### src/rtl/dawd_pkg.sv
/*
 * constants for the digital acoustic wake detector: register indices, field
 * positions, reset values, interrupt bits and timing counts.
 * assumes a 250 MHz system clock; registers sit at byte address 4 * index.
 */
package dawd_pkg;
	// ************************************************************
	// register indices (byte address is four times the index)
	// ************************************************************
	localparam logic [6:0] IDX_DETECT_ENABLE     = 7'h29;
	localparam logic [6:0] IDX_FLOOR_HIGH        = 7'h2a;
	localparam logic [6:0] IDX_FLOOR_LOW         = 7'h2b;
	localparam logic [6:0] IDX_RESERVED_A        = 7'h2c;
	localparam logic [6:0] IDX_RESERVED_B        = 7'h2d;
	localparam logic [6:0] IDX_REL_PULSE_LOW     = 7'h2e;
	localparam logic [6:0] IDX_PULSE_MIN_HIGH    = 7'h2f;
	localparam logic [6:0] IDX_ABS_PULSE_LOW     = 7'h30;
	localparam logic [6:0] IDX_ABS_THR_LOW       = 7'h31;
	localparam logic [6:0] IDX_ABS_THR_HIGH      = 7'h32;
	localparam logic [6:0] IDX_REL_THR_GAIN      = 7'h33;
	localparam logic [6:0] IDX_UNUSED_C          = 7'h35;
	localparam logic [6:0] IDX_UNUSED_D          = 7'h36;
	localparam logic [6:0] IDX_IRQ_STATUS        = 7'h40;
	localparam logic [6:0] IDX_IRQ_MASK          = 7'h41;
	localparam logic [6:0] IDX_STATE             = 7'h42;
	// unlock key addresses, in the order they must be written
	localparam logic [6:0] IDX_KEY0              = 7'h5c;
	localparam logic [6:0] IDX_KEY1              = 7'h3e;
	localparam logic [6:0] IDX_KEY2              = 7'h6f;
	localparam logic [6:0] IDX_KEY3              = 7'h3b;
	localparam logic [6:0] IDX_KEY4              = 7'h4c;
	localparam logic [7:0] KEY_DATA              = 8'h00;
	localparam logic [2:0] KEY_STEPS             = 3'h5;

	// ************************************************************
	// fields and reset values
	// ************************************************************
	localparam int         BIT_VARIANT_ONE       = 0;
	localparam int         BIT_VARIANT_TWO       = 1;
	localparam int         BIT_ANALOG_EN         = 4;
	localparam logic [7:0] MASK_DETECT_ENABLE    = 8'h13;
	localparam logic [7:0] MASK_HIGH5            = 8'h1f;
	localparam logic [7:0] RESET_BYTE            = 8'h00;
	// interrupt status bits
	localparam int         IRQ_WAKE_RISE         = 0;
	localparam int         IRQ_WAKE_FALL         = 1;
	localparam int         IRQ_UNLOCKED          = 2;
	localparam int         IRQ_REFUSED           = 3;
	localparam int         IRQ_BITS              = 4;
	// state register bits
	localparam int         ST_UNLOCKED           = 0;
	localparam int         ST_CLOCK_PRESENT      = 1;
	localparam int         ST_ACTIVE             = 2;
	localparam int         ST_WAKE               = 3;
	localparam logic [1:0] RESP_OKAY             = 2'b00;
	localparam logic [1:0] RESP_SLVERR           = 2'b10;

	// ************************************************************
	// timing
	// ************************************************************
	localparam longint     SYS_CLK_KHZ           = 250000;
	localparam longint     REL_BASE_NS           = 700000;
	localparam longint     ABS_BASE_NS           = 1100000;
	localparam longint     PULSE_STEP_NS         = 93400;
	localparam longint     ACT_PERIOD_NS         = 1302;
	localparam longint     ACT_TOL_NS            = 65;
	localparam longint     CLK_LOST_NS           = 20000;
	localparam int         REL_BASE_CYC  = int'(REL_BASE_NS * SYS_CLK_KHZ / 1000000);
	localparam int         ABS_BASE_CYC  = int'(ABS_BASE_NS * SYS_CLK_KHZ / 1000000);
	localparam int         STEP_CYC      = int'(PULSE_STEP_NS * SYS_CLK_KHZ / 1000000);
	localparam int         ACT_MIN_CYC   = int'(((ACT_PERIOD_NS - ACT_TOL_NS) * SYS_CLK_KHZ
	                                            + 999999) / 1000000);
	localparam int         ACT_MAX_CYC   = int'((ACT_PERIOD_NS + ACT_TOL_NS) * SYS_CLK_KHZ
	                                            / 1000000);
	localparam int         CLK_LOST_CYC  = int'(CLK_LOST_NS * SYS_CLK_KHZ / 1000000);
endpackage

### src/rtl/dawd_top.sv
/*
 * digital acoustic wake detector control: axi4-lite register slave, unlock
 * key sequence, mode detection from the external clock, minimum pulse timers
 * for the absolute and relative comparators, wake output and interrupt.
 * assumes the analog comparators and the device clock arrive asynchronously;
 * all of them pass three synchroniser flip-flops and one filter flip-flop before use.
 */
`timescale 1ns/100ps
`default_nettype none

module dawd_top #(
	parameter int ADDR_W       = 10,
	parameter int REL_BASE_CYC = dawd_pkg::REL_BASE_CYC,
	parameter int ABS_BASE_CYC = dawd_pkg::ABS_BASE_CYC,
	parameter int STEP_CYC     = dawd_pkg::STEP_CYC,
	parameter int ACT_MIN_CYC  = dawd_pkg::ACT_MIN_CYC,
	parameter int ACT_MAX_CYC  = dawd_pkg::ACT_MAX_CYC,
	parameter int CLK_LOST_CYC = dawd_pkg::CLK_LOST_CYC
) (
	// clock and reset
	input  wire logic                 clk_sys_i,
	input  wire logic                 rst_i,
	// axi4-lite write
	input  wire logic [ADDR_W-1:0]    s_axi_awaddr_i,
	input  wire logic                 s_axi_awvalid_i,
	output logic                      s_axi_awready_o,
	input  wire logic [31:0]          s_axi_wdata_i,
	input  wire logic [3:0]           s_axi_wstrb_i,
	input  wire logic                 s_axi_wvalid_i,
	output logic                      s_axi_wready_o,
	output logic [1:0]                s_axi_bresp_o,
	output logic                      s_axi_bvalid_o,
	input  wire logic                 s_axi_bready_i,
	// axi4-lite read
	input  wire logic [ADDR_W-1:0]    s_axi_araddr_i,
	input  wire logic                 s_axi_arvalid_i,
	output logic                      s_axi_arready_o,
	output logic [31:0]               s_axi_rdata_o,
	output logic [1:0]                s_axi_rresp_o,
	output logic                      s_axi_rvalid_o,
	input  wire logic                 s_axi_rready_i,
	// device clock pin and analog comparator results
	input  wire logic                 dev_clk_i,
	input  wire logic                 abs_above_i,
	input  wire logic                 rel_above_i,
	// settings toward the analog front end
	output logic [12:0]               absolute_level_setting_o,
	output logic [12:0]               floor_level_o,
	output logic [7:0]                relative_level_offset_o,
	output logic                      analog_detector_enable_o,
	output logic                      detect_active_o,
	// wake pin and interrupt
	output logic                      wake_o,
	output logic                      irq_o
);
	if (ADDR_W < 9 || ADDR_W > 32) begin : g_bad_addr_w
		$error("dawd_top: ADDR_W must be 9..32");
	end
	if (STEP_CYC < 1 || ACT_MIN_CYC < 2 || ACT_MAX_CYC < ACT_MIN_CYC) begin : g_bad_timing
		$error("dawd_top: timing parameters out of range");
	end
	if (CLK_LOST_CYC <= ACT_MAX_CYC) begin : g_bad_lost
		$error("dawd_top: CLK_LOST_CYC too small");
	end

	// ************************************************************
	// input synchronisers
	// ************************************************************
	// index 0 device clock, 1 absolute comparator, 2 relative comparator
	logic [2:0] async_in;
	logic [2:0] sync1_reg, sync2_reg, sync3_reg;
	logic [2:0] filt_reg;
	assign async_in = {rel_above_i, abs_above_i, dev_clk_i};

	always_ff @(posedge clk_sys_i or posedge rst_i) begin
		if (rst_i) begin
			sync1_reg <= 3'h0;
			sync2_reg <= 3'h0;
			sync3_reg <= 3'h0;
		end else begin
			sync1_reg <= async_in;
			sync2_reg <= sync1_reg;
			sync3_reg <= sync2_reg;
		end
	end

	// a level counts only once two stages agree, which rejects one-cycle glitches
	genvar gi;
	generate
		for (gi = 0; gi < 3; gi++) begin : g_filt
			always_ff @(posedge clk_sys_i or posedge rst_i) begin
				if (rst_i)
					filt_reg[gi] <= 1'b0;
				else if (sync2_reg[gi] == sync3_reg[gi])
					filt_reg[gi] <= sync3_reg[gi];
			end
		end
	endgenerate

	// ************************************************************
	// clock rate measurement
	// ************************************************************
	logic        clk_prev_reg;
	logic        clk_rise;
	logic [31:0] period_cnt_reg;
	logic        clk_present_reg;
	logic        active_reg;
	assign clk_rise = filt_reg[0] & ~clk_prev_reg;

	always_ff @(posedge clk_sys_i or posedge rst_i) begin
		if (rst_i)
			clk_prev_reg <= 1'b0;
		else
			clk_prev_reg <= filt_reg[0];
	end

	always_ff @(posedge clk_sys_i or posedge rst_i) begin
		if (rst_i)
			period_cnt_reg <= 32'h0;
		else if (clk_rise)
			period_cnt_reg <= 32'h1;
		else if (period_cnt_reg < 32'(CLK_LOST_CYC))
			period_cnt_reg <= period_cnt_reg + 32'h1;
	end

	// mode is judged one whole period at a time; a stopped clock drops it
	always_ff @(posedge clk_sys_i or posedge rst_i) begin
		if (rst_i) begin
			clk_present_reg <= 1'b0;
			active_reg      <= 1'b0;
		end else if (period_cnt_reg >= 32'(CLK_LOST_CYC)) begin
			clk_present_reg <= 1'b0;
			active_reg      <= 1'b0;
		end else if (clk_rise) begin
			clk_present_reg <= 1'b1;
			active_reg      <= (period_cnt_reg >= 32'(ACT_MIN_CYC)) &&
			                   (period_cnt_reg <= 32'(ACT_MAX_CYC));
		end
	end

	// ************************************************************
	// axi4-lite write channel
	// ************************************************************
	logic        aw_held_reg, w_held_reg, bvalid_reg;
	logic [6:0]  wr_idx_reg;
	logic [7:0]  wr_byte_reg;
	logic        wr_lane_reg;
	logic        wr_hi_zero_reg;
	logic [1:0]  bresp_reg;
	logic        do_write;
	logic        wr_mapped;
	logic        wr_setting;
	logic        wr_key;

	assign s_axi_awready_o = ~aw_held_reg & ~bvalid_reg;
	assign s_axi_wready_o  = ~w_held_reg & ~bvalid_reg;
	assign s_axi_bvalid_o  = bvalid_reg;
	assign s_axi_bresp_o   = bresp_reg;
	assign do_write        = aw_held_reg & w_held_reg & ~bvalid_reg;

	always_ff @(posedge clk_sys_i or posedge rst_i) begin
		if (rst_i) begin
			aw_held_reg <= 1'b0;
			wr_idx_reg  <= 7'h0;
		end else if (s_axi_awvalid_i && s_axi_awready_o) begin
			aw_held_reg <= 1'b1;
			wr_idx_reg  <= s_axi_awaddr_i[8:2];
		end else if (do_write) begin
			aw_held_reg <= 1'b0;
		end
	end

	always_ff @(posedge clk_sys_i or posedge rst_i) begin
		if (rst_i) begin
			w_held_reg     <= 1'b0;
			wr_byte_reg    <= 8'h00;
			wr_lane_reg    <= 1'b0;
			wr_hi_zero_reg <= 1'b0;
		end else if (s_axi_wvalid_i && s_axi_wready_o) begin
			w_held_reg     <= 1'b1;
			wr_byte_reg    <= s_axi_wdata_i[7:0];
			wr_lane_reg    <= s_axi_wstrb_i[0];
			wr_hi_zero_reg <= (s_axi_wdata_i[31:8] == 24'h0);
		end else if (do_write) begin
			w_held_reg <= 1'b0;
		end
	end

	// only the low byte lane carries register data
	always_comb begin
		wr_setting = 1'b0;
		wr_key     = 1'b0;
		wr_mapped  = 1'b1;
		case (wr_idx_reg)
			dawd_pkg::IDX_DETECT_ENABLE, dawd_pkg::IDX_FLOOR_HIGH, dawd_pkg::IDX_FLOOR_LOW,
			dawd_pkg::IDX_RESERVED_A, dawd_pkg::IDX_RESERVED_B, dawd_pkg::IDX_REL_PULSE_LOW,
			dawd_pkg::IDX_PULSE_MIN_HIGH, dawd_pkg::IDX_ABS_PULSE_LOW,
			dawd_pkg::IDX_ABS_THR_LOW, dawd_pkg::IDX_ABS_THR_HIGH,
			dawd_pkg::IDX_REL_THR_GAIN, dawd_pkg::IDX_UNUSED_C,
			dawd_pkg::IDX_UNUSED_D:  wr_setting = 1'b1;
			dawd_pkg::IDX_KEY0, dawd_pkg::IDX_KEY1, dawd_pkg::IDX_KEY2,
			dawd_pkg::IDX_KEY3, dawd_pkg::IDX_KEY4: wr_key = 1'b1;
			dawd_pkg::IDX_IRQ_STATUS, dawd_pkg::IDX_IRQ_MASK,
			dawd_pkg::IDX_STATE: ;
			default:                 wr_mapped = 1'b0;
		endcase
	end

	always_ff @(posedge clk_sys_i or posedge rst_i) begin
		if (rst_i) begin
			bvalid_reg <= 1'b0;
			bresp_reg  <= dawd_pkg::RESP_OKAY;
		end else if (do_write) begin
			bvalid_reg <= 1'b1;
			bresp_reg  <= wr_mapped ? dawd_pkg::RESP_OKAY : dawd_pkg::RESP_SLVERR;
		end else if (s_axi_bready_i) begin
			bvalid_reg <= 1'b0;
		end
	end

	// ************************************************************
	// unlock key sequence
	// ************************************************************
	logic [2:0] key_step_reg;
	logic [6:0] key_expect;
	logic       unlocked;
	logic       key_ok;
	assign unlocked = (key_step_reg == dawd_pkg::KEY_STEPS);
	assign key_ok   = wr_lane_reg && wr_hi_zero_reg && (wr_byte_reg == dawd_pkg::KEY_DATA);

	always_comb begin
		case (key_step_reg)
			3'h0:    key_expect = dawd_pkg::IDX_KEY0;
			3'h1:    key_expect = dawd_pkg::IDX_KEY1;
			3'h2:    key_expect = dawd_pkg::IDX_KEY2;
			3'h3:    key_expect = dawd_pkg::IDX_KEY3;
			default: key_expect = dawd_pkg::IDX_KEY4;
		endcase
	end

	// a key write out of order restarts the sequence; once open it stays open
	always_ff @(posedge clk_sys_i or posedge rst_i) begin
		if (rst_i)
			key_step_reg <= 3'h0;
		else if (do_write && wr_key && !unlocked) begin
			if (key_ok && wr_idx_reg == key_expect)
				key_step_reg <= key_step_reg + 3'h1;
			else if (key_ok && wr_idx_reg == dawd_pkg::IDX_KEY0)
				key_step_reg <= 3'h1;
			else
				key_step_reg <= 3'h0;
		end
	end

	// ************************************************************
	// detector settings
	// ************************************************************
	logic [7:0] enable_reg, floor_hi_reg, floor_lo_reg, rel_lo_reg, pulse_hi_reg;
	logic [7:0] abs_lo_reg, thr_lo_reg, thr_hi_reg, gain_reg;
	logic       set_wr;
	assign set_wr = do_write && wr_lane_reg && wr_setting && unlocked;

	// reserved bits are dropped on write and read back as zero
	always_ff @(posedge clk_sys_i or posedge rst_i) begin
		if (rst_i) begin
			enable_reg   <= dawd_pkg::RESET_BYTE;
			floor_hi_reg <= dawd_pkg::RESET_BYTE;
			floor_lo_reg <= dawd_pkg::RESET_BYTE;
			rel_lo_reg   <= dawd_pkg::RESET_BYTE;
			pulse_hi_reg <= dawd_pkg::RESET_BYTE;
			abs_lo_reg   <= dawd_pkg::RESET_BYTE;
			thr_lo_reg   <= dawd_pkg::RESET_BYTE;
			thr_hi_reg   <= dawd_pkg::RESET_BYTE;
			gain_reg     <= dawd_pkg::RESET_BYTE;
		end else if (set_wr) begin
			case (wr_idx_reg)
				dawd_pkg::IDX_DETECT_ENABLE:  enable_reg   <= wr_byte_reg &
				                                               dawd_pkg::MASK_DETECT_ENABLE;
				dawd_pkg::IDX_FLOOR_HIGH:     floor_hi_reg <= wr_byte_reg & dawd_pkg::MASK_HIGH5;
				dawd_pkg::IDX_FLOOR_LOW:      floor_lo_reg <= wr_byte_reg;
				dawd_pkg::IDX_REL_PULSE_LOW:  rel_lo_reg   <= wr_byte_reg;
				dawd_pkg::IDX_PULSE_MIN_HIGH: pulse_hi_reg <= wr_byte_reg;
				dawd_pkg::IDX_ABS_PULSE_LOW:  abs_lo_reg   <= wr_byte_reg;
				dawd_pkg::IDX_ABS_THR_LOW:    thr_lo_reg   <= wr_byte_reg;
				dawd_pkg::IDX_ABS_THR_HIGH:   thr_hi_reg   <= wr_byte_reg & dawd_pkg::MASK_HIGH5;
				dawd_pkg::IDX_REL_THR_GAIN:   gain_reg     <= wr_byte_reg;
				default: ;
			endcase
		end
	end

	logic [11:0] rel_min, abs_min;
	logic        digital_en;
	assign rel_min    = {pulse_hi_reg[3:0], rel_lo_reg};
	assign abs_min    = {pulse_hi_reg[7:4], abs_lo_reg};
	assign digital_en = enable_reg[dawd_pkg::BIT_VARIANT_ONE] |
	                    enable_reg[dawd_pkg::BIT_VARIANT_TWO];

	assign absolute_level_setting_o = {thr_hi_reg[4:0], thr_lo_reg};
	assign floor_level_o            = {floor_hi_reg[4:0], floor_lo_reg};
	assign relative_level_offset_o  = gain_reg;
	assign analog_detector_enable_o = enable_reg[dawd_pkg::BIT_ANALOG_EN];
	assign detect_active_o          = active_reg & digital_en;

	// ************************************************************
	// minimum pulse timers, one per threshold path
	// ************************************************************
	// path 0 absolute, path 1 relative; the timer restarts whenever a path drops
	logic [31:0] target [2];
	logic [31:0] dur_cnt_reg [2];
	logic [1:0]  hit;
	assign target[0] = 32'(ABS_BASE_CYC) + 32'(abs_min) * 32'(STEP_CYC);
	assign target[1] = 32'(REL_BASE_CYC) + 32'(rel_min) * 32'(STEP_CYC);

	generate
		for (gi = 0; gi < 2; gi++) begin : g_path
			logic above;
			assign above   = filt_reg[gi + 1] & detect_active_o;
			assign hit[gi] = above && (dur_cnt_reg[gi] >= target[gi]);

			always_ff @(posedge clk_sys_i or posedge rst_i) begin
				if (rst_i)
					dur_cnt_reg[gi] <= 32'h0;
				else if (!above)
					dur_cnt_reg[gi] <= 32'h0;
				else if (dur_cnt_reg[gi] < target[gi])
					dur_cnt_reg[gi] <= dur_cnt_reg[gi] + 32'h1;
			end
		end
	endgenerate

	// ************************************************************
	// wake output and interrupt
	// ************************************************************
	logic                wake_reg;
	logic                unlocked_prev_reg;
	localparam int IRQ_BITS_W = dawd_pkg::IRQ_BITS - 1;
	logic [IRQ_BITS_W:0] irq_unused;
	logic [IRQ_BITS_W:0] irq_event, irq_status_reg, irq_mask_reg, irq_clear;
	assign wake_o = wake_reg;

	always_ff @(posedge clk_sys_i or posedge rst_i) begin
		if (rst_i)
			wake_reg <= 1'b0;
		else
			wake_reg <= |hit;
	end

	always_ff @(posedge clk_sys_i or posedge rst_i) begin
		if (rst_i)
			unlocked_prev_reg <= 1'b0;
		else
			unlocked_prev_reg <= unlocked;
	end

	always_comb begin
		irq_event = '0;
		irq_event[dawd_pkg::IRQ_WAKE_RISE] = (|hit) & ~wake_reg;
		irq_event[dawd_pkg::IRQ_WAKE_FALL] = ~(|hit) & wake_reg;
		irq_event[dawd_pkg::IRQ_UNLOCKED]  = unlocked & ~unlocked_prev_reg;
		irq_event[dawd_pkg::IRQ_REFUSED]   = do_write & wr_setting & ~unlocked;
	end
	assign irq_unused = '0;
	assign irq_clear  = (do_write && wr_lane_reg && wr_idx_reg == dawd_pkg::IDX_IRQ_STATUS) ?
	                    wr_byte_reg[IRQ_BITS_W:0] : irq_unused;

	// a new event in the clearing cycle wins over the clear
	always_ff @(posedge clk_sys_i or posedge rst_i) begin
		if (rst_i)
			irq_status_reg <= '0;
		else
			irq_status_reg <= (irq_status_reg & ~irq_clear) | irq_event;
	end

	always_ff @(posedge clk_sys_i or posedge rst_i) begin
		if (rst_i)
			irq_mask_reg <= '0;
		else if (do_write && wr_lane_reg && wr_idx_reg == dawd_pkg::IDX_IRQ_MASK)
			irq_mask_reg <= wr_byte_reg[IRQ_BITS_W:0];
	end

	assign irq_o = |(irq_status_reg & irq_mask_reg);

	// ************************************************************
	// axi4-lite read channel
	// ************************************************************
	logic        rvalid_reg;
	logic [31:0] rdata_reg;
	logic [1:0]  rresp_reg;
	logic [7:0]  rd_byte;
	logic        rd_mapped;
	assign s_axi_arready_o = ~rvalid_reg;
	assign s_axi_rvalid_o  = rvalid_reg;
	assign s_axi_rdata_o   = rdata_reg;
	assign s_axi_rresp_o   = rresp_reg;

	// key registers are write-only and read as zero
	always_comb begin
		rd_byte   = 8'h00;
		rd_mapped = 1'b1;
		case (s_axi_araddr_i[8:2])
			dawd_pkg::IDX_DETECT_ENABLE:  rd_byte = enable_reg;
			dawd_pkg::IDX_FLOOR_HIGH:     rd_byte = floor_hi_reg;
			dawd_pkg::IDX_FLOOR_LOW:      rd_byte = floor_lo_reg;
			dawd_pkg::IDX_REL_PULSE_LOW:  rd_byte = rel_lo_reg;
			dawd_pkg::IDX_PULSE_MIN_HIGH: rd_byte = pulse_hi_reg;
			dawd_pkg::IDX_ABS_PULSE_LOW:  rd_byte = abs_lo_reg;
			dawd_pkg::IDX_ABS_THR_LOW:    rd_byte = thr_lo_reg;
			dawd_pkg::IDX_ABS_THR_HIGH:   rd_byte = thr_hi_reg;
			dawd_pkg::IDX_REL_THR_GAIN:   rd_byte = gain_reg;
			dawd_pkg::IDX_IRQ_STATUS:     rd_byte = 8'(irq_status_reg);
			dawd_pkg::IDX_IRQ_MASK:       rd_byte = 8'(irq_mask_reg);
			dawd_pkg::IDX_STATE:          rd_byte = {4'h0, wake_reg, active_reg,
			                                         clk_present_reg, unlocked};
			dawd_pkg::IDX_RESERVED_A, dawd_pkg::IDX_RESERVED_B,
			dawd_pkg::IDX_UNUSED_C, dawd_pkg::IDX_UNUSED_D,
			dawd_pkg::IDX_KEY0, dawd_pkg::IDX_KEY1, dawd_pkg::IDX_KEY2,
			dawd_pkg::IDX_KEY3, dawd_pkg::IDX_KEY4: rd_byte = 8'h00;
			default:                      rd_mapped = 1'b0;
		endcase
	end

	always_ff @(posedge clk_sys_i or posedge rst_i) begin
		if (rst_i) begin
			rvalid_reg <= 1'b0;
			rdata_reg  <= 32'h0;
			rresp_reg  <= dawd_pkg::RESP_OKAY;
		end else if (s_axi_arvalid_i && s_axi_arready_o) begin
			rvalid_reg <= 1'b1;
			rdata_reg  <= {24'h0, rd_byte};
			rresp_reg  <= rd_mapped ? dawd_pkg::RESP_OKAY : dawd_pkg::RESP_SLVERR;
		end else if (s_axi_rready_i) begin
			rvalid_reg <= 1'b0;
		end
	end

endmodule // dawd_top

`default_nettype wire

### config.mk
export PLATFORM = sky130hd
export DESIGN_NAME = dawd_top
export DESIGN_NICKNAME = d
export VERILOG_FILES = /design/src/rtl/dawd_pkg.sv /design/src/rtl/dawd_top.sv
export SDC_FILE = /design/constraint.sdc
export NUM_CORES = 1
export LEC_CHECK = 0
export ABC_AREA = 1
export BUFFER_PORTS_ARGS = -buffer_cell sky130_fd_sc_hd__buf_2
export CORE_ASPECT_RATIO = 1.25
export CORE_MARGIN = 3
export CORE_UTILIZATION = 57
export CTS_BUF_LIST = sky130_fd_sc_hd__clkbuf_8
export DETAILED_ROUTE_END_ITERATION = 7
export GPL_ROUTABILITY_DRIVEN = 0
export GPL_TIMING_DRIVEN = 0
export PLACE_DENSITY = 0.72
export SYNTH_ARGS = -nofsm -noshare
export SYNTH_HDL_FRONTEND = slang
export SYNTH_SLANG_ARGS = --single-unit
### constraint.sdc
create_clock -name clk_sys_i -period 12.44 [get_ports clk_sys_i]
set_clock_uncertainty 0.15 [all_clocks]
set_input_delay 1.244 -clock clk_sys_i [delete_from_list [all_inputs] [get_ports clk_sys_i]]
set_output_delay 1.244 -clock clk_sys_i [all_outputs]
set_load 0.02 [all_outputs]
==> flow_summary.toml, run 1 <==
[layout]
post-route-util_pct = 63.7
drive_gt1_share_pct = 7.94
fin_nets = 3476
final_area_sq_um = 23200
stdcell_count = 3590
syn2layout_area_growth_pct = 9.85
largest_register_ffs = 64
antenna_cells = 0

[worst_setup_path]
cp-start-kind = "flip-flop"
crit_top_cell = "nand2_1"
required_ps = 12760
worstPathMaxFanout = 10
end_kind = "flip-flop"
cp.arrival_ps = 8050
reg2regPathDepth = 36
r2r_setup_slack_ps = 4710
critPathSlowestCell = "o21ai_0"
cpPeakStageDelay_ps = 660
path_class = "flip-flop to flip-flop"

[placement]
dp.cells = 3522
dpl_cell_area_sq_um = 22400
post-dp-hpwl_mm = 45.6
io_buffers = 109

[clocking]
numCtsBuffers = 37
postCtsSetupRepairBufs = 0
cts_hold_buf = 0
cts-root-buf = "clkbuf_8"
clockBufferDepth = 3
htreeDepth = 2
cts_tree = "done"
cts_sinks = 216
clkLatencyLatePin_ps = 580
clkSlewWorstSetupHoldPaths_ps = 60
cts_resized = 0

[global_route]
grt_overflow = 0
antenna_found_initial = 0
grtUsageTotal_pct = 28.2
grtUsageMet1_pct = 35.1
met3_usage_pct = 4.00
grt_max_degree = 113
use_met2_pct = 48.0
grt_pass1_vias = 19051
top_usage_layer = "met2"
grt_first_pass_wirelength_mm = 91.0

[pwr]
leakage_nw = 12.6
irDropWorstVdd_mv = 0.101
power.density_nw_per_um2 = 76.6
p_total_mw = 1.78

[yosys]
ys_types = 51
yosys_most_used_dff = "dfrtp_1"
yosys_warnings = 0
syn_avg_cell_area_sq_um = 7.26
synth_top_area_share_pct = 25.6
synth_top_cell_by_area = "dfrtp_1"
synth_area_leaders = "dfrtp_1, nand2_1, ha_1"
synth_area_sq_um = 21100
synthTopCellsByCount = "nand2_1, inv_1, nor2_1"
ys_seq_area_share_pct = 25.6
post-synth-top-count-cell = "nand2_1"
netlist_instances = 2907
synth_edf_count = 0
synthArstFlopShare_pct = 100
ys_ff_latch = 216

[timing]
relSlewSlack_pct = 36.1
finalMaxSlewViolations = 0
fin_crit_ps = 7730
hold_viol_final = 0
rsz0062_at_grt = "false"
tns_ps = 0
fmax_ghz = 0.129
setup_viol = 0
tightest_slew_ps = 959
period_share_pct = 62.2

[detailed_routing]
wl_mm = 55.3
drtIter0Drc = 1290
wl_per_cell_microns = 15.4
vias = 19353
drtAntennaViolNets = 0
drcViolationCount = 0
viasPerCell = 5.39
drt_pass1_iterations = 6

[floorplan]
core_region_area_sq_um = 36400
die_h_microns = 221
die-area_sq_um = 39400
rows = 78
fp.dieW_microns = 178
start_util_pct = 57.9
io_pins = 145

[min_path]
hp-class = "flip-flop to flip-flop"
min_path_cells = 0

[flow_run]
max_cap_viol_count = 0

[run_status]
status = "finished clean"
[worst max-delay path: cells and delay by family (launching register included)]
kind | cells | cell delay [ps]
AND/OR/NAND/NOR | 19 | 2220
flip-flops | 1 | 520
buffers and inverters | 8 | 730
AO/OA/AOI/OAI | 2 | 860
adder cells (fa/ha/maj) | 7 | 3180
[layer usage]
layer	share of wire (%)	up-vias
met5	0	-
met4	4.9	0
met3	5.9	188
met2	49	670
met1	40	9006
li1	-	9489
[kinds of logic (layout without fill, tap and decap cells)]
family                   count (synthesis)  count (layout)  synth area share (%)
AO/OA/AOI/OAI                          289             289                  7.75
XOR/XNOR                                74              74                  3.07
adder cells (fa/ha/maj)                332             332                  23.6
buffers and inverters                  666             844                  12.5
flip-flops                             216             216                  25.6
multiplexers                             5               5                 0.267
other                                    1              26                0.0178
AND/OR/NAND/NOR                       1324            1324                  27.2
[worst paths after layout]
path / start / to
setup / recovery: pulse_hi_reg[6] / irq_status_reg[0]
hold / removal: sync1_reg[1] / sync2_reg[1]
setup reg to reg: pulse_hi_reg[6] / irq_status_reg[0]
hold reg to reg: sync1_reg[1] / sync2_reg[1]
max in group asynchronous: rst_i / dur_cnt_reg[59]
min in group asynchronous: rst_i / sync1_reg[2]
[layout make-up]
class,instances,area (sq um)
inverters,605,2280
multi-input cells,2050,13100
flip-flops and latches,216,5410
well taps,480,601
fillers,3272,13200
clock buffers,46,633
plain buffers,61,367
clock inverters,22,170
repair buffers,110,573
[metrics by stage]
step / setup slack (ps) / hold WS (ps)
after floorplan: 5140 / 181
after global placement: 2870 / 188
after detailed placement: 4630 / 189
after CTS: 4620 / 203
after global routing: 4090 / 223
final: 4710 / 202
[placed cells by master (no fill, tap or decap), types with 80 or more instances in the layout]
| cell | netlist | final |
|---|---|---|
| nand2_1 | 747 | 747 |
| ha_1 | 218 | 218 |
| o21ai_0 | 111 | 111 |
| nor2_1 | 230 | 230 |
| a21oi_1 | 87 | 87 |
| inv_1 | 600 | 608 |
| fa_1 | 111 | 111 |
| nand3_1 | 140 | 140 |
| nand4_1 | 80 | 80 |
| buf_2 | 4 | 113 |
| dfrtp_1 | 216 | 216 |
[report_power, final]
| part | total, mW | internal, mW | switching (mW) |
|---|---|---|---|
| Combinational | 0.290 | 0.0810 | 0.209 |
| Clock | 0.703 | 0.382 | 0.321 |
| Sequential | 0.784 | 0.748 | 0.0360 |
| Total | 1.78 | 1.21 | 0.566 |
No activity file was read; power rests on OpenSTA's default activity.
==> inputs of run 2 (changes only) <==
--- a/config.mk
+++ b/config.mk
@@ -5,7 +5,7 @@
 export SDC_FILE = /design/constraint.sdc
 export NUM_CORES = 1
 export LEC_CHECK = 0
-export ABC_AREA = 1
+export ABC_AREA = 0
 export BUFFER_PORTS_ARGS = -buffer_cell sky130_fd_sc_hd__buf_2
 export CORE_ASPECT_RATIO = 1.25
 export CORE_MARGIN = 3
==> constraint.sdc (replaced) <==
create_clock -name clk_sys_i -period 7.9 [get_ports clk_sys_i]
set_clock_uncertainty 0.15 [all_clocks]
set_input_delay 0.79 -clock clk_sys_i [delete_from_list [all_inputs] [get_ports clk_sys_i]]
set_output_delay 0.79 -clock clk_sys_i [all_outputs]
set_load 0.02 [all_outputs]
==> run 2 against run 1 <==
  * Hold slack worse by 79 ps
  * Synthesized cell count shrank 29%
  * Combinational power increased by 46%
  * Register-to-register slack lost 4500 ps
  * Fmax increased by 0.41%
  * Critical endpoint is now dur_cnt_reg[40]
  * Largest power group unchanged
  * Highest routed layer unchanged
==> flow_summary.toml, run 2 <==
[timing]
finalMaxSlewViolations = 0
tightest_slew_ps = 1120
setup_viol = 0
rsz0062_at_grt = "true"
hold_viol_final = 0
relSlewSlack_pct = 25.0
tns_ps = 0
fmax_ghz = 0.130
fin_crit_ps = 7700
period_share_pct = 97.5

[yosys]
synth_top_cell_by_area = "dfrtp_1"
synth_top_area_share_pct = 28.3
synthTopCellsByCount = "inv_1, ha_1, dfrtp_1"
ys_ff_latch = 216
post-synth-top-count-cell = "inv_1"
synthArstFlopShare_pct = 100
synth_edf_count = 0
yosys_warnings = 0
netlist_instances = 2051
synth_area_sq_um = 19100
ys_types = 81
syn_avg_cell_area_sq_um = 9.31
synth_area_leaders = "dfrtp_1, ha_1, fa_1"
ys_seq_area_share_pct = 28.3
yosys_most_used_dff = "dfrtp_1"

[detailed_routing]
drcViolationCount = 0
viasPerCell = 5.64
wl_per_cell_microns = 17.2
drtAntennaViolNets = 0
vias = 15260
wl_mm = 46.5
drt_pass1_iterations = 7
drtIter0Drc = 821

[global_route]
grt_first_pass_wirelength_mm = 76.0
grt_pass1_vias = 15568
grt_overflow = 0
grt_max_degree = 132
antenna_found_initial = 0
grtUsageTotal_pct = 25.8

[worst_setup_path]
cp.arrival_ps = 8010
path_class = "flip-flop to flip-flop"
critPathSlowestCell = "fa_1"
crit_start = "abs_lo_reg[7]"
r2r_setup_slack_ps = 200
cp-start-kind = "flip-flop"
reg2reg_to = "dur_cnt_reg[40]"
cpPeakStageDelay_ps = 520
reg2regPathDepth = 28
end_kind = "flip-flop"
crit_path_end = "dur_cnt_reg[40]"
reg2reg_from = "abs_lo_reg[7]"
required_ps = 8210
worstPathMaxFanout = 7
crit_top_cell = "fa_1"

[pwr]
p_sw_share_pct = 30.6
p_clk_share_pct = 39.9
intPower_mw = 1.96
leakage_nw = 11.0
power_switching_mw = 0.867
power.density_nw_per_um2 = 128
irDropWorstVdd_mv = 0.209
combPwrFrac_pct = 14.9
p_seq_share_pct = 45.2

[layout]
final_cell_mix = "inv_1, dfrtp_1, ha_1, nor2_1, nand2_1"
antenna_cells = 0
largest_register_ffs = 64
fill_cells = 2510
post-route-util_pct = 67.4
drive_gt1_share_pct = 20.0
syn2layout_area_growth_pct = 16.0
final_common_cell = "inv_1"
fin_nets = 2654

[clocking]
clkLatencyLatePin_ps = 580
cts_sinks = 216
clockBufferDepth = 3
cts_tree = "done"
clkSlewWorstSetupHoldPaths_ps = 60
htreeDepth = 2
cts-root-buf = "clkbuf_8"
numCtsBuffers = 37
cts_hold_buf = 0

[floorplan]
io_pins = 145
die-area_sq_um = 35800
core_region_area_sq_um = 32900
start_util_pct = 58.1
fp.dieW_microns = 170
die_h_microns = 211
rows = 74

[placement]
io_buffers = 108
post-dp-hpwl_mm = 35.8

[flow_run]
max_cap_viol_count = 0

[run_status]
status = "finished clean"

[min_path]
hp-class = "input pin to asynchronous set/reset pin"
[run 2: how the worst min path moves through the flow]
stage,from,to,slack [ps],cells past startpoint
after global routing,dev_clk_i,sync1_reg[0],140,1
after floorplan,sync1_reg[0],sync2_reg[0],180,0
final,rst_i,period_cnt_reg[8],120,2
after detailed placement,sync1_reg[0],sync2_reg[0],190,0
after global placement,sync1_reg[0],sync2_reg[0],180,0
after CTS,dev_clk_i,sync1_reg[0],130,1
[run 2: stage by stage]
stage	area, sq um	setup WS (ps)	total power, mW	instances	hold WS (ps)
2_1_floorplan	19200	96.5	1.55	2076	181
3_3_place_gp	20300	-1210	1.71	2602	182
3_5_place_dp	20300	-1250	1.72	2603	187
4_1_cts	21400	14.6	2.85	2680	132
5_1_grt	22200	-115	2.95	2706	141
6_report	22200	197	2.83	2706	123
[run 2: repair_timing]
action                     CTS  global route
gates resized for setup     46           113
buffers inserted            11            29
setup endpoints to repair   61            61
pin swaps                    9            49
[run 2: area by class of cell]
type	count	area (sq um)	share of cell area, %
Multi-Input combinational cell	1487	13000	58.6
Inverter	298	1130	5.09
Buffer	70	383	1.73
Clock inverter	16	125	0.564
Sequential cell	216	5420	24.4
Tap cell	418	523	2.36
Timing Repair Buffer	149	872	3.93
Clock buffer	52	716	3.23
[run 2: power groups by stage]
| stage | clock, mW | combinational [mW] | sequential, mW |
|---|---|---|---|
| CTS | 1.15 | 0.421 | 1.28 |
| floorplan | 0 | 0.286 | 1.27 |
| global route | 1.20 | 0.465 | 1.29 |
| finish | 1.13 | 0.422 | 1.28 |
| global placement | 0 | 0.410 | 1.30 |
| detailed placement | 0 | 0.419 | 1.30 |
[run 2: metal layers]
metal	wire [microns]	vias to the layer above	GRT usage (%)
met2	23600	395	46.0
met4	1910	0	9.96
li1	-	7385	-
met1	18900	7368	31.7
met5	0	-	0
met3	2100	112	3.80
[run 2: kinds of logic after synthesis]
logic type / count (synthesis) / synth area share [%]
xor+xnor: 126 / 5.78
flops: 216 / 28.3
simple gates: 572 / 15.2
buf+inv: 373 / 7.86
mux: 90 / 5.30
fa+ha+maj: 332 / 26.1
compound gates: 341 / 11.5
other cells: 1 / 0.0196
[run 2: critical path, delay by kind of cell, from the launching register on]
kind	cells	cell delay, ps
buf+inv	4	480
xor+xnor	2	350
compound gates	10	2020
flops	1	480
fa+ha+maj	7	2830
simple gates	5	1280
==> inputs of run 3 (changes only) <==
--- a/config.mk
+++ b/config.mk
@@ -10,11 +10,12 @@
 export CORE_ASPECT_RATIO = 1.25
 export CORE_MARGIN = 3
 export CORE_UTILIZATION = 57
-export CTS_BUF_LIST = sky130_fd_sc_hd__clkbuf_8
+export CTS_BUF_LIST = sky130_fd_sc_hd__clkbuf_2 sky130_fd_sc_hd__clkbuf_4 sky130_fd_sc_hd__clkbuf_8
 export DETAILED_ROUTE_END_ITERATION = 7
 export GPL_ROUTABILITY_DRIVEN = 0
 export GPL_TIMING_DRIVEN = 0
 export PLACE_DENSITY = 0.72
+export SETUP_SLACK_MARGIN = 0.02
 export SYNTH_ARGS = -nofsm -noshare
 export SYNTH_HDL_FRONTEND = slang
 export SYNTH_SLANG_ARGS = --single-unit
==> run 3 against run 2 <==
  * Final area is 1.3% higher
  * Register-to-register slack worse by 30 ps
  * Fmax is 0.33% lower
  * Global-route usage is 0.096 points higher
  * Sequential cell count stayed put
  * Hold slack better by 0.95 ps
  * Largest cell class unchanged
  * Highest routed layer unchanged
==> flow_summary.toml, run 3 (same netlist as run 2, synthesis figures left out) <==
[run_status]
status = "finished clean"

[clocking]
cts_tree = "done"
numCtsBuffers = 37
clkSlewWorstSetupHoldPaths_ps = 70
cts-root-buf = "clkbuf_8"
clockBufferDepth = 3
htreeDepth = 2
clkLatencyLatePin_ps = 580
cts_sinks = 216

[layout]
fin_nets = 2664
largest_register_ffs = 64
post-route-util_pct = 68.3
antenna_cells = 0
final_common_cell = "inv_1"
stdcell_count = 2716
drive_gt1_share_pct = 21.2
final_cell_mix = "inv_1, dfrtp_1, ha_1, nor2_1, nand2_1"
fill_cells = 2459
syn2layout_area_growth_pct = 17.5

[worst_setup_path]
end_kind = "flip-flop"
cp.arrival_ps = 8010
cp-start-kind = "flip-flop"
worstPathMaxFanout = 8
path_class = "flip-flop to flip-flop"
reg2reg_from = "pulse_hi_reg[7]"
cpPeakStageDelay_ps = 520
critPathSlowestCell = "fa_1"
reg2reg_to = "dur_cnt_reg[59]"
reg2regPathDepth = 31
crit_top_cell = "fa_1"
required_ps = 8180
r2r_setup_slack_ps = 170

[timing]
period_share_pct = 97.8
fin_crit_ps = 7730
tightest_slew_ps = 1140
timing.hold.ws_ps = 124
setup_slack_ps = 172
relSlewSlack_pct = 23.6
finalMaxSlewViolations = 0
setup_viol = 0
hold_viol_final = 0
fmax_ghz = 0.129

[detailed_routing]
drtIter0Drc = 899
drtAntennaViolNets = 0
drt_pass1_iterations = 5
vias = 15335
wl_per_cell_microns = 17.5
drcViolationCount = 0
wl_mm = 47.7
viasPerCell = 5.65

[floorplan]
io_pins = 145
start_util_pct = 58.1
fp.dieW_microns = 170
die_h_microns = 211
rows = 74
die-area_sq_um = 35800
core_region_area_sq_um = 32900

[global_route]
grt_pass1_vias = 15593
grt_max_degree = 132
grt_overflow = 0
antenna_found_initial = 0
grtUsageTotal_pct = 25.9
grt_first_pass_wirelength_mm = 76.3

[pwr]
leakage_nw = 11.2
p_total_mw = 2.86
power.density_nw_per_um2 = 128
irDropWorstVdd_mv = 0.211

[flow_run]
max_cap_viol_count = 0

[placement]
io_buffers = 108
dp_slack_ps = -1250
dp.cells = 2603
post-dp-hpwl_mm = 35.8

[min_path]
hp-class = "input pin to asynchronous set/reset pin"
[run 3: worst max-delay path by stage]
stage                    startpoint              end  cells after the start  slack [ps]
CTS                 pulse_hi_reg[6]  dur_cnt_reg[50]                     30          20
detailed placement  pulse_hi_reg[6]  dur_cnt_reg[51]                     32       -1250
floorplan           pulse_hi_reg[7]  dur_cnt_reg[45]                     29         100
global placement              rst_i  dur_cnt_reg[26]                      2       -1210
finish              pulse_hi_reg[7]  dur_cnt_reg[59]                     31         170
global route        pulse_hi_reg[6]  dur_cnt_reg[59]                     32        -160
[run 3: through the flow]
step / setup TNS (ps) / instance area [sq um]
2_1_floorplan: 0 / 19200
3_3_place_gp: -293690 / 20300
3_5_place_dp: -46100 / 20300
4_1_cts: 0 / 21500
5_1_grt: -3110 / 22500
6_report: 0 / 22500
[run 3: cell type report]
class | count | area (sq um) | area share, %
multi-input combinational | 1487 | 13200 | 58.6
sequential | 216 | 5420 | 24.1
inverter | 298 | 1130 | 5.03
timing repair buffer | 158 | 951 | 4.24
clock buffer | 59 | 768 | 3.42
tap | 418 | 523 | 2.33
buffer | 71 | 404 | 1.80
clock inverter | 9 | 98.8 | 0.440
[run 3: power by group]
part / leakage (nW) / internal, mW / switching [mW]
sequential: 2.90 / 1.18 / 0.0971
clock: 0.454 / 0.659 / 0.501
combinational: 7.88 / 0.154 / 0.268
[run 3: per-layer routing]
| metal | vias up | share of wire [%] | routed length (microns) | track usage [%] |
|---|---|---|---|---|
| met1 | 7383 | 40 | 19100 | 31.8 |
| met2 | 437 | 51 | 24300 | 46.2 |
| li1 | 7384 | - | - | - |
| met5 | - | 0 | 0 | 0 |
| met4 | 0 | 4.3 | 2040 | 9.88 |
| met3 | 131 | 4.8 | 2270 | 3.78 |
[run 3: repair_timing]
item                       4_1_cts  5_1_grt
buffers inserted                14       34
pin swaps                       11       65
resized for setup               47      145
setup endpoints to repair       61       61
cloned                           0        1
hold buffers                     0        0
[run 3: critical path, delay by kind of cell (launching register included)]
family	cells	cell delay [ps]
multiplexers	1	330
XOR/XNOR	3	610
AO/OA/AOI/OAI	7	1710
adder cells (fa/ha/maj)	7	2560
flip-flops	1	450
AND/OR/NAND/NOR	8	1120
buffers and inverters	5	650
